==> src/fpfs_pkg.sv <==
// Constants and carrier types of the floating-point format and status logic.
// Assumes a single 200 MHz ref_clk domain; no other package is needed.
package fpfs_pkg;

  // ----------------------------------------------------------------
  // Register file and formats
  // ----------------------------------------------------------------
  localparam int FPFS_NREG = 8;
  localparam int FPFS_RW = 32;
  localparam logic [7:0] FPFS_BIAS_S = 8'h7F;
  localparam logic [10:0] FPFS_BIAS_D = 11'h3FF;
  localparam logic [31:0] FPFS_FREG_RST = 32'h0000_0000;

  // ----------------------------------------------------------------
  // Status register layout
  // ----------------------------------------------------------------
  localparam int FPFS_TT_LSB = 0;
  localparam int FPFS_TT_MSB = 2;
  localparam int FPFS_UEN_BIT = 3;
  localparam int FPFS_UF_BIT = 4;
  localparam int FPFS_IEN_BIT = 5;
  localparam int FPFS_IF_BIT = 6;
  localparam int FPFS_RM_LSB = 7;
  localparam int FPFS_RM_MSB = 8;
  localparam int FPFS_SWF_LSB = 9;
  localparam int FPFS_SWF_MSB = 15;
  localparam logic [15:0] FPFS_STATUS_RST = 16'h0000;

  // ----------------------------------------------------------------
  // Trap type codes, rounding modes, integer sizes
  // ----------------------------------------------------------------
  localparam logic [2:0] FPFS_TT_NONE = 3'h0;
  localparam logic [2:0] FPFS_TT_UNDER = 3'h1;
  localparam logic [2:0] FPFS_TT_OVER = 3'h2;
  localparam logic [2:0] FPFS_TT_DIVZ = 3'h3;
  localparam logic [2:0] FPFS_TT_ILL = 3'h4;
  localparam logic [2:0] FPFS_TT_INVAL = 3'h5;
  localparam logic [2:0] FPFS_TT_INEXACT = 3'h6;
  localparam logic [1:0] FPFS_RM_NEAR = 2'h0;
  localparam logic [1:0] FPFS_RM_ZERO = 2'h1;
  localparam logic [1:0] FPFS_RM_PINF = 2'h2;
  localparam logic [1:0] FPFS_RM_NINF = 2'h3;
  localparam logic [1:0] FPFS_INT_BYTE = 2'h0;
  localparam logic [1:0] FPFS_INT_WORD = 2'h1;
  localparam logic [1:0] FPFS_INT_DWORD = 2'h2;

  // Illegal encodings: low byte fixed, bits 13:10 one of two values
  localparam logic [7:0] FPFS_ILL_LOW = 8'hBE;
  localparam logic [3:0] FPFS_ILL_MID_A = 4'h3;
  localparam logic [3:0] FPFS_ILL_MID_B = 4'h9;

  // ----------------------------------------------------------------
  // Carrier structs
  // ----------------------------------------------------------------
  typedef struct packed {
    logic we;
    logic dbl;
    logic [2:0] idx;
    logic [63:0] data;
  } fpfs_regwr_s;

  typedef struct packed {
    logic valid;
    logic [21:0] opcode;
    logic dbl;
    logic two_ops;
    logic plain_move;
    logic divide;
    logic status_load;
    logic status_store;
    logic [15:0] load_data;
    logic reg_mode;
    logic fp_operand;
    logic int_dest;
    logic [1:0] int_size;
  } fpfs_instr_s;

  typedef struct packed {
    logic underflow;
    logic overflow;
    logic inexact;
    logic [63:0] result;
    logic signed [63:0] int_result;
    logic sign;
    logic lsb;
    logic guard;
    logic sticky;
  } fpfs_arith_s;

  typedef struct packed {
    logic neg;
    logic zero;
    logic reserved;
    logic signed [11:0] true_exp;
  } fpfs_class_s;

endpackage

==> src/fpfs_top.sv <==
// Floating-point operand classification, data registers and status register.
// Assumes the host presents completed instructions with operands and the
// arithmetic flags in one cycle; all inputs are synchronous to ref_clk.
`timescale 1ns/100ps

// What this block does
// - Subtract bias 127 or 1023 from exponent
// - All-ones or denormal exponent is reserved
// - Sign-magnitude; negate flips sign bit only
// - Recognise positive and negative zero
// - Reserved operand traps unless plain move
// - Never deliver infinity, NaN or denormal, except by plain move or integer destination
// - Integers are 8, 16, 32-bit two's complement
// - Eight 32-bit floating-point data registers
// - Double pair: even low, next high
// - Integer register operand goes to CPU
// - Rounding mode field at bits 8:7
// - Underflow traps if enabled, else +0
// - Inexact traps if enabled, else round
// - Trap type cleared on clean completion
// - Underflow always recorded, inexact unless hidden
// - Too large result records overflow code
// - Nonzero divided by zero records divide code
// - Two undefined encodings record illegal code
// - Reserved operand or zero/zero is invalid
// - Other exception hides inexact, flag untouched
// - Sticky underflow flag at bit 4
// - Sticky inexact flag at bit 6
// - Bits 15:9 stored and returned only
module fpfs_top import fpfs_pkg::*; #(
  parameter int NREG = FPFS_NREG
) (
  // Clock and reset
  input wire logic ref_clk,
  input wire logic rst,
  // Data register access
  input wire fpfs_regwr_s reg_wr,
  input wire logic [2:0] reg_rd_idx,
  input wire logic reg_rd_dbl,
  output logic [63:0] reg_rd_data,
  // Instruction completion from the host side
  input wire fpfs_instr_s instr,
  input wire logic [63:0] op_a,
  input wire logic [63:0] op_b,
  input wire fpfs_arith_s arith,
  input wire logic [31:0] int_in,
  // Classification and conversion results
  output fpfs_class_s class_a,
  output fpfs_class_s class_b,
  output logic [63:0] neg_a,
  output logic [31:0] int_ext,
  output logic cpu_xfer,
  // Completion results
  output logic [15:0] status,
  output logic [1:0] round_mode,
  output logic round_inc,
  output logic [63:0] result,
  output logic done,
  output logic trap
);

  typedef struct packed {
    logic [NREG-1:0][31:0] fregs;
    logic [15:0] status;
    logic [63:0] rd_data;
    fpfs_class_s class_a;
    fpfs_class_s class_b;
    logic [63:0] neg_a;
    logic [31:0] int_ext;
    logic cpu_xfer;
    logic round_inc;
    logic [63:0] result;
    logic done;
    logic trap;
  } fpfs_state_s;

  fpfs_state_s s_q;
  fpfs_state_s s_d;

  // ----------------------------------------------------------------
  // Operand classification
  // ----------------------------------------------------------------
  function automatic fpfs_class_s fpfs_classify(input logic [63:0] v, input logic dbl);
    fpfs_class_s c;
    logic ones;
    logic zeros;
    logic fzero;
    c = '0;
    if (dbl) begin
      ones = &v[62:52];
      zeros = ~|v[62:52];
      fzero = ~|v[51:0];
      c.neg = v[63];
      c.true_exp = $signed({1'b0, v[62:52]}) - $signed({1'b0, FPFS_BIAS_D});
    end else begin
      ones = &v[30:23];
      zeros = ~|v[30:23];
      fzero = ~|v[22:0];
      c.neg = v[31];
      c.true_exp = $signed({4'h0, v[30:23]}) - $signed({4'h0, FPFS_BIAS_S});
    end
    c.zero = zeros & fzero;
    c.reserved = ones | (zeros & ~fzero);
    return c;
  endfunction

  fpfs_class_s ca;
  fpfs_class_s cb;
  fpfs_class_s cr;
  logic is_ill;
  logic is_inval;
  logic is_divz;
  logic is_ovf;
  logic is_unf;
  logic is_other;
  logic int_fits;
  logic cpl;
  logic [2:0] tt_code;
  logic underflow_trap_enable;
  logic inexact_trap_enable;
  logic [1:0] rm;
  logic [2:0] even_idx;

  assign underflow_trap_enable = s_q.status[FPFS_UEN_BIT];
  assign inexact_trap_enable = s_q.status[FPFS_IEN_BIT];
  assign rm = s_q.status[FPFS_RM_MSB:FPFS_RM_LSB];
  assign even_idx = {reg_wr.idx[2:1], 1'b0};

  always_comb begin
    ca = fpfs_classify(op_a, instr.dbl);
    cb = fpfs_classify(op_b, instr.dbl);
    cr = fpfs_classify(arith.result, instr.dbl);
    cpl = instr.valid & ~instr.status_load & ~instr.status_store;
    is_ill = (instr.opcode[7:0] == FPFS_ILL_LOW) &&
             ((instr.opcode[13:10] == FPFS_ILL_MID_A) ||
              (instr.opcode[13:10] == FPFS_ILL_MID_B));
    is_inval = ((ca.reserved | (instr.two_ops & cb.reserved)) & ~instr.plain_move) |
               (instr.divide & ca.zero & cb.zero);
    is_divz = instr.divide & ca.zero & ~cb.zero;
    case (instr.int_size)
      FPFS_INT_BYTE: int_fits = (&arith.int_result[63:7]) | ~(|arith.int_result[63:7]);
      FPFS_INT_WORD: int_fits = (&arith.int_result[63:15]) | ~(|arith.int_result[63:15]);
      default: int_fits = (&arith.int_result[63:31]) | ~(|arith.int_result[63:31]);
    endcase
    // an all-ones result exponent leaves the block only on a plain move or an integer destination
    is_ovf = arith.overflow | (instr.int_dest & ~int_fits) |
             (~instr.int_dest & ~instr.plain_move & cr.reserved & ~cr.zero &
              (instr.dbl ? (&arith.result[62:52]) : (&arith.result[30:23])));
    // a denormal result counts as underflow
    is_unf = arith.underflow | (~instr.int_dest & ~instr.plain_move & cr.reserved &
             ~is_ovf & ~arith.overflow);
    is_other = is_ill | is_inval | is_divz | is_ovf | is_unf;
    // Priority: an illegal form is never executed, so no other trap code applies
    if (is_ill) begin
      tt_code = FPFS_TT_ILL;
    end else if (is_inval) begin
      tt_code = FPFS_TT_INVAL;
    end else if (is_divz) begin
      tt_code = FPFS_TT_DIVZ;
    end else if (is_ovf) begin
      tt_code = FPFS_TT_OVER;
    end else if (is_unf) begin
      tt_code = FPFS_TT_UNDER;
    end else if (arith.inexact) begin
      tt_code = FPFS_TT_INEXACT;
    end else begin
      tt_code = FPFS_TT_NONE;
    end
  end

  // ----------------------------------------------------------------
  // Next state
  // ----------------------------------------------------------------
  always_comb begin
    s_d = s_q;
    s_d.done = 1'b0;
    s_d.trap = 1'b0;
    if (reg_wr.we) begin
      if (reg_wr.dbl) begin
        // low half even, high half next
        s_d.fregs[even_idx] = reg_wr.data[31:0];
        s_d.fregs[even_idx + 3'h1] = reg_wr.data[63:32];
      end else begin
        s_d.fregs[reg_wr.idx] = reg_wr.data[31:0];
      end
    end
    if (reg_rd_dbl) begin
      s_d.rd_data = {s_q.fregs[{reg_rd_idx[2:1], 1'b1}], s_q.fregs[{reg_rd_idx[2:1], 1'b0}]};
    end else begin
      s_d.rd_data = {32'h0000_0000, s_q.fregs[reg_rd_idx]};
    end
    s_d.class_a = ca;
    s_d.class_b = cb;
    s_d.neg_a = op_a;
    if (instr.dbl) begin
      s_d.neg_a[63] = ~op_a[63];
    end else begin
      s_d.neg_a[31] = ~op_a[31];
    end
    case (instr.int_size)
      FPFS_INT_BYTE: s_d.int_ext = {{24{int_in[7]}}, int_in[7:0]};
      FPFS_INT_WORD: s_d.int_ext = {{16{int_in[15]}}, int_in[15:0]};
      default: s_d.int_ext = int_in;
    endcase
    // integer register operand is a CPU register
    s_d.cpu_xfer = instr.reg_mode & ~instr.fp_operand;
    case (rm)
      FPFS_RM_NEAR: s_d.round_inc = arith.guard & (arith.sticky | arith.lsb);
      FPFS_RM_ZERO: s_d.round_inc = 1'b0;
      FPFS_RM_PINF: s_d.round_inc = (arith.guard | arith.sticky) & ~arith.sign;
      FPFS_RM_NINF: s_d.round_inc = (arith.guard | arith.sticky) & arith.sign;
      default: s_d.round_inc = 1'b0;
    endcase
    if (instr.valid) begin
      s_d.done = 1'b1;
      if (instr.status_load) begin
        // load is the only software clear
        // load is the only software clear
        s_d.status = instr.load_data;
      end else if (!instr.status_store) begin
        s_d.status[FPFS_TT_MSB:FPFS_TT_LSB] = tt_code;
        if (is_unf) begin
          s_d.status[FPFS_UF_BIT] = 1'b1;
        end
        if (arith.inexact && !is_other) begin
          s_d.status[FPFS_IF_BIT] = 1'b1;
        end
        s_d.trap = is_ill | is_inval | is_divz | is_ovf | (is_unf & underflow_trap_enable) |
                   (arith.inexact & ~is_other & inexact_trap_enable);
        if (is_ovf || is_unf || is_inval || is_ill || is_divz) begin
          s_d.result = 64'h0000_0000_0000_0000;
        end else begin
          s_d.result = arith.result;
        end
      end
    end
  end

  always_ff @(posedge ref_clk) begin
    if (rst) begin
      s_q <= '0;
      s_q.status <= FPFS_STATUS_RST;
      for (int i = 0; i < NREG; i++) begin
        s_q.fregs[i] <= FPFS_FREG_RST;
      end
    end else begin
      s_q <= s_d;
    end
  end

  // ----------------------------------------------------------------
  // Outputs
  // ----------------------------------------------------------------
  assign reg_rd_data = s_q.rd_data;
  assign class_a = s_q.class_a;
  assign class_b = s_q.class_b;
  assign neg_a = s_q.neg_a;
  assign int_ext = s_q.int_ext;
  assign cpu_xfer = s_q.cpu_xfer;
  assign status = s_q.status;
  assign round_mode = rm;
  assign round_inc = s_q.round_inc;
  assign result = s_q.result;
  assign done = s_q.done;
  assign trap = s_q.trap;
endmodule // fpfs_top

==> config.mk <==
export PLATFORM = sky130hd
export DESIGN_NAME = fpfs_top
export DESIGN_NICKNAME = d
export VERILOG_FILES = /design/src/fpfs_pkg.sv /design/src/fpfs_top.sv
export SDC_FILE = /design/constraint.sdc
export NUM_CORES = 1
export LEC_CHECK = 0
export CORE_AREA = 2 2 273 275
export DETAILED_ROUTE_END_ITERATION = 7
export DIE_AREA = 0 0 275 277
export DONT_BUFFER_PORTS = 1
export PLACE_DENSITY = 0.56
export SYNTH_ARGS = -nofsm -noshare
export SYNTH_HDL_FRONTEND = slang
export SYNTH_SLANG_ARGS = --single-unit
==> constraint.sdc <==
create_clock -name ref_clk -period 2.8 [get_ports ref_clk]
set_input_delay 0.14 -clock ref_clk [delete_from_list [all_inputs] [get_ports ref_clk]]
set_output_delay 0.14 -clock ref_clk [all_outputs]
set_load 0.005 [all_outputs]
==> results of run 1 <==
logic make-up after synthesis:
| family | count (synthesis) | share of synthesized area [%] |
|---|---|---|
| compound gates | 493 | 14.5 |
| xor+xnor | 32 | 1.24 |
| fa+ha+maj | 8 | 0.444 |
| buf+inv | 450 | 12.6 |
| flops | 530 | 47.0 |
| mux | 69 | 6.61 |
| simple gates | 859 | 17.6 |
power by group:
| group | internal [mW] | leakage, nW | switching, mW |
|---|---|---|---|
| combinational | 0.867 | 5.57 | 0.847 |
| sequential | 7.83 | 4.33 | 0.219 |
| clock | 4.69 | 0.978 | 3.34 |
| total | 13.4 | 10.9 | 4.40 |
final cells by class:
| cell class | count | area [sq um] | area share [%] |
|---|---|---|---|
| multi-input cells | 1461 | 9190 | 31.6 |
| repair buffers | 593 | 5950 | 20.5 |
| inverters | 15 | 56.3 | 0.194 |
| clock inverters | 25 | 370 | 1.27 |
| flip-flops and latches | 530 | 10600 | 36.5 |
| well taps | 969 | 1210 | 4.17 |
| diodes | 29 | 72.6 | 0.250 |
| clock buffers | 78 | 1610 | 5.53 |
repair_timing:
action                                 CTS  global route
endpoints found under the hold margin  530             0
resized for setup                        0             6
setup endpoints to repair                0             2
buffers inserted                         0             0
hold buffers                           566             0
cell usage in the layout, fill, tap and decap left out, types with 3 or more instances in the layout:
cell type and count:
nor4bb_1 3, bufinv_16 7, and2_1 36, dlygate4sd3_1 559, diode_2 29, nor3_2 4
ha_1 7, nand4_1 30, inv_1 15, nor4_1 54, nand3_1 21, nand2_1 394
xor2_1 16, o21ai_0 14, and3_1 3, nor2b_1 67, nand2b_1 5, nor2_1 183
a22o_1 64, or3_1 7, o211ai_1 3, dfxtp_1 530, clkbuf_1 12, mux2i_1 5
clkinv_2 11, buf_16 3, a22oi_1 32, clkbuf_8 8, nor4_2 3, inv_6 4
dlymetal6s4s_1 3, clkbuf_16 58, nor3_1 17, mux4_2 64, a211oi_1 145, a21oi_1 207
nor2_4 4, nand3_2 4, buf_4 26, xnor2_1 16
layer usage:
layer | routed length (um) | share of wire (%) | track usage [%] | up-vias
met5 | 116 | 0.12 | 0.321 | -
met4 | 6440 | 6.5 | 14.1 | 16
met3 | 11200 | 11 | 8.83 | 280
met2 | 45600 | 46 | 40.0 | 1223
met1 | 36200 | 36 | 28.9 | 9620
li1 | - | - | - | 8690
path summary, 6_finish.rpt:
kind	cells after the start	startpoint	slack, ns	end
worst max-delay path	9	op_a[27]	0.09	class_a[6]
worst min-delay path	3	reg_rd_idx[2]	0.01	reg_rd_data[26]
worst max register to register	6	status[8]	0.38	round_inc
worst min register to register	2	s_q[427]	0.45	s_q[427]
flip-flops by register name (all words and copies together), names as in the netlist:
| register | cells |
|---|---|
| reg_rd_data | 64 |
| result | 64 |
| class_b | 15 |
| trap | 1 |
| class_a | 15 |
| done | 1 |
| status | 16 |
| neg_a | 64 |
| s_q | 256 |
| int_ext | 32 |
| cpu_xfer | 1 |
| round_inc | 1 |
critical path, stage by stage:
cell,delay [ns]
dlygate4sd3_1,0.80
nand3_1,0.12
nor2_1,0.13
xor2_1,0.14
dlygate4sd3_1,0.56
nor2_1,0.03
dlygate4sd3_1,0.57
a211oi_2,0.22
dlygate4sd3_1,0.59
stage by stage:
step           total power [mW]  setup TNS [ns]  cell area (sq um)  hold WS, ns  instances
4_1_cts                    17.9               0              29000      0.00204       3671
3_3_place_gp               9.06          -13.60              21300        0.218       3002
2_1_floorplan              9.10               0              22600        0.216       2441
5_1_grt                    18.4               0              29000       0.0254       3686
6_report                   17.8               0              29100      0.00966       3700
3_5_place_dp               9.10          -12.41              21300        0.228       3002
==> out/metrics.csv, run 1 <==
metric,value,unit
outcome,"finished, final reports clean",
yosys.area.top_type_share,47.0,%
ir_drop,0.000589,V
slew_viol_final,0,
syn-num-nets,2869,
yosysMostFrequentCell,dfxtp_1,
netlist_top_cells_count,"dfxtp_1 (530), nand2_1 (394), buf_4 (272)",
synth_cells,2441,
grt_start_max_net_pins,284,
grt_usage,25.0,%
grt_remaining_overflow,0,
worstSetupEndpointType,flip-flop,
route.detailed.drc,0,
first_pass_iters,5,
critPathArrivalTime,3.30,ns
initial_utilization,30.7,%
yosys.cell_types.count,71,
crit_fanout,5,
worst-setup-path-type,input pin to flip-flop,
die_h,277,um
seq_area_frac_synth,47.0,%
wl_per_cell,26.9,um
cts_sinks,530,
vias,19800,
root_buffer,clkbuf_16,
hold_violations,0,
place_hpwl,63.7,mm
synth_edf_count,0,
rsz0062_at_grt,false,
layout-drive-gt1-share,8.22,%
worst_pin_slew,1.07,ns
clk_pin_slew_worst_paths,0.06,ns
yosysWarnings,0,
slew_headroom,29.0,%
pwr_density_cell,612,nW/um^2
dieArea,76200,sq um
power.leakage,10.9,nW
fp.dieW,275,um
syn-cell-area,22600,sq um
worst_slack,0.0904,ns
clkLatencyLatePin,0.65,ns
cp-start-kind,input pin,
ioPinCount,696,
wirelength,99.5,mm
syn_to_final_growth,28.8,%
antenna_found_initial,31,
fin_util,39.5,%
htreeDepth,2,
dp_slack,-0.211,ns
finClkSkew,0.0533,ns
min_period_over_period,96.8,%
hold_path.class,input pin to flip-flop,
period_needed,2.71,ns
ys.flop_type,dfxtp_1,
synthArstFlopShare,0,%
fmax,369,MHz
nFillCells,7118,
yosys-top-cells-area,"dfxtp_1 (47%), buf_4 (9.0%), nand2_1 (6.6%)",
synth.ff_latch_count,530,
finalSetupViolCount,0,
cts_tree,yes,
drt-initial-drc-count,2032,
crit_required,3.39,ns
nNetsFinal,3087,
fp.coreArea,73600,sq um
grt_pass1_wl,139,mm
rows,100,
cap_viol_max_count,0,
numPortBuffers,0,
grt_pass1_vias,19600,
antenna_left,0,
yosys.area.top_type,dfxtp_1,
avgSynthCellArea,9.25,sq um
cts_buffer_depth,3,
vias_per_cell,5.36,
gp_congestion,1.01,
numCtsBuffers,58,
No activity file was read; power rests on OpenSTA's default activity.
==> run 2, diff against run 1 <==
- BUFFER_PORTS_ARGS: unset -> -buffer_cell sky130_fd_sc_hd__buf_4
- CELL_PAD_IN_SITES_DETAIL_PLACEMENT: unset -> 1
- CELL_PAD_IN_SITES_GLOBAL_PLACEMENT: unset -> 1
- CORE_AREA: 2 2 273 275 -> 2 2 270 272
- CTS_CLUSTER_DIAMETER: unset -> 100
- DIE_AREA: 0 0 275 277 -> 0 0 272 274
- DONT_BUFFER_PORTS: 1 -> unset
- PLACE_DENSITY: 0.56 -> 0.79
==> run 2 against run 1 <==
Against the previous run: the run now ends with negative setup slack left; combinational power up 50%; cell area up 11%; sequential share of layout area down 3.5 points; worst hold slack better by 0.035 ns; register-to-register slack worse by 0.12 ns; first-iteration DRC count down 11%; non-clock buffer count up 449; sequential power down 0.9%; worst setup slack worse by 0.27 ns; utilization up 5.2 points; fmax down 9.2%; die area down 2.2%.
==> out/metrics.csv, run 2 (synthesis results as in run 1) <==
metric,value,unit
slowest_delay,0.85,ns
nNetsFinal,3538,
vias_per_cell,5.33,
layout-drive-gt1-share,30.1,%
setup.worst_path.start,arith[44],
rr_worst_depth,5,
cp_cell_sequence,buf_4 > nor4_1 > nand4_1 > o41ai_1 > o21ai_0 > o311ai_4 > a31o_1 > dlygate4sd3_1,
multiInputGateArea,9300,sq um
top_register,s_q,
grt_pass1_wl,160,mm
clkLatencyLatePin,0.65,ns
placed_cells,3691,
dieArea,74500,sq um
htreeDepth,2,
period_needed,2.98,ns
regArea,10600,sq um
crit_required,3.39,ns
numCtsBuffers,60,
netSwitchingFraction,26.0,%
worst_hold_slack,0.0444,ns
switchingPower,5.04,mW
fp.coreArea,72000,sq um
slew_headroom,37.5,%
hold_violations,0,
combPwrFrac,13.2,%
worst_slack,-0.183,ns
critical_path.top_delay_family,compound AO/OA/AOI/OAI gates,
syn_to_final_growth,42.6,%
grt_start_max_net_pins,133,
wl_per_cell,27.1,um
rr_endpoint,round_inc,
dp_slack,0.158,ns
clockPowerShare,45.7,%
antenna_found_initial,18,
antenna_left,0,
slowest_stage,o41ai_1,
cap_viol_max_count,0,
p_int,14.4,mW
grt_usage,28.7,%
path_buf_inv,2,
cp-start-kind,input pin,
vias,22000,
min_period_over_period,107,%
grt_remaining_overflow,0,
layout_common_cells,"buf_4 (720), dfxtp_1 (530), nand2_1 (393), dlygate4sd3_1 (310), a21oi_1 (207)",
critPathArrivalTime,3.58,ns
reg2reg_slack,0.26,ns
violations,negative setup slack,
place_hpwl,70.3,mm
power.leakage,12.8,nW
route.detailed.drc,0,
ioPinCount,696,
finalSetupViolCount,10,
cts_tree,yes,
clk_pin_slew_worst_paths,0.06,ns
timing.rr.start,status[8],
cts_buffer_depth,3,
root_buffer,clkbuf_16,
fmax,335,MHz
fin_util,44.7,%
gp_congestion,0.944,
crit_cells,8,
layout_commonest_cell,buf_4,
drt-initial-drc-count,1805,
grt_pass1_vias,23300,
crit_fanout,3,
worstSetupEndpointType,flip-flop,
finalNonFillerCells,4135,
die_h,274,um
initial_utilization,31.4,%
postPlaceCellArea,26600,sq um
nFillCells,8010,
pwr_density_cell,604,nW/um^2
fp.dieW,272,um
fin_area,32200,sq um
numPortBuffers,678,
hold_path.class,input pin to flip-flop,
finClkSkew,0.0549,ns
first_pass_iters,5,
slew_viol_final,0,
ir_drop,0.000533,V
rows,99,
worst-setup-path-type,input pin to flip-flop,
outcome,finished with violations,
cp-endpoint,status[2],
worst_pin_slew,0.938,ns
seq_power_share,41.1,%
wirelength,112,mm
largest_register_ffs,256,
cts_sinks,530,
==> run 2: per-layer routing <==
metal | up-vias | share of wire [%] | global-route usage [%]
met3 | 359 | 7.6 | 6.41
li1 | 9571 | - | -
met2 | 1171 | 49 | 49.7
met5 | - | 0.027 | 0
met4 | 4 | 6.5 | 15.5
met1 | 10900 | 37 | 32.8
==> run 2: stage by stage <==
step	total power, mW	setup TNS [ns]
after floorplan	9.10	0
after global placement	10.1	0
after detailed placement	10.1	0
after CTS	19.3	0
after global routing	20.0	-0.274
final	19.4	-0.446
==> run 2: worst min-delay path by stage <==
| stage | startpoint | end | slack (ns) | depth (start not counted) |
|---|---|---|---|---|
| finish | reg_wr[60] | s_q[334] | 0.04 | 3 |
| global placement | instr[3] | cpu_xfer | 0.32 | 2 |
| global route | reg_wr[38] | s_q[312] | 0.04 | 3 |
| floorplan | instr[3] | cpu_xfer | 0.22 | 1 |
| CTS | reg_wr[60] | s_q[334] | 0.005 | 3 |
| detailed placement | instr[3] | cpu_xfer | 0.32 | 2 |
==> run 2: area by class of cell <==
cell class	instances	area share [%]
clock buffers	86	5.56
inverters	15	0.175
multi-input cells	1461	28.9
diodes	16	0.124
flip-flops and latches	530	33.0
repair buffers	1042	27.1
clock inverters	26	1.39
well taps	959	3.73
==> run 2: timing repair <==
item                                   CTS  global route
setup endpoints to repair                0            14
endpoints found under the hold margin  432             0
gates resized for setup                  0            28
setup buffers                            0             5
hold buffers                           313             0
==> run 2: tightest hold or removal path, delay by kind of cell <==
family / cells / cell delay, ns
buffers and inverters: 1 / 0.08
AO/OA/AOI/OAI: 2 / 0.37
==> run 2: power by group through the flow <==
stage	combinational [mW]	sequential, mW	clock (mW)
6_report	2.57	7.98	8.88
5_1_grt	2.70	8.00	9.32
4_1_cts	2.42	7.96	8.93
3_5_place_dp	2.02	8.12	0
3_3_place_gp	1.99	8.11	0
2_1_floorplan	1.03	8.07	0
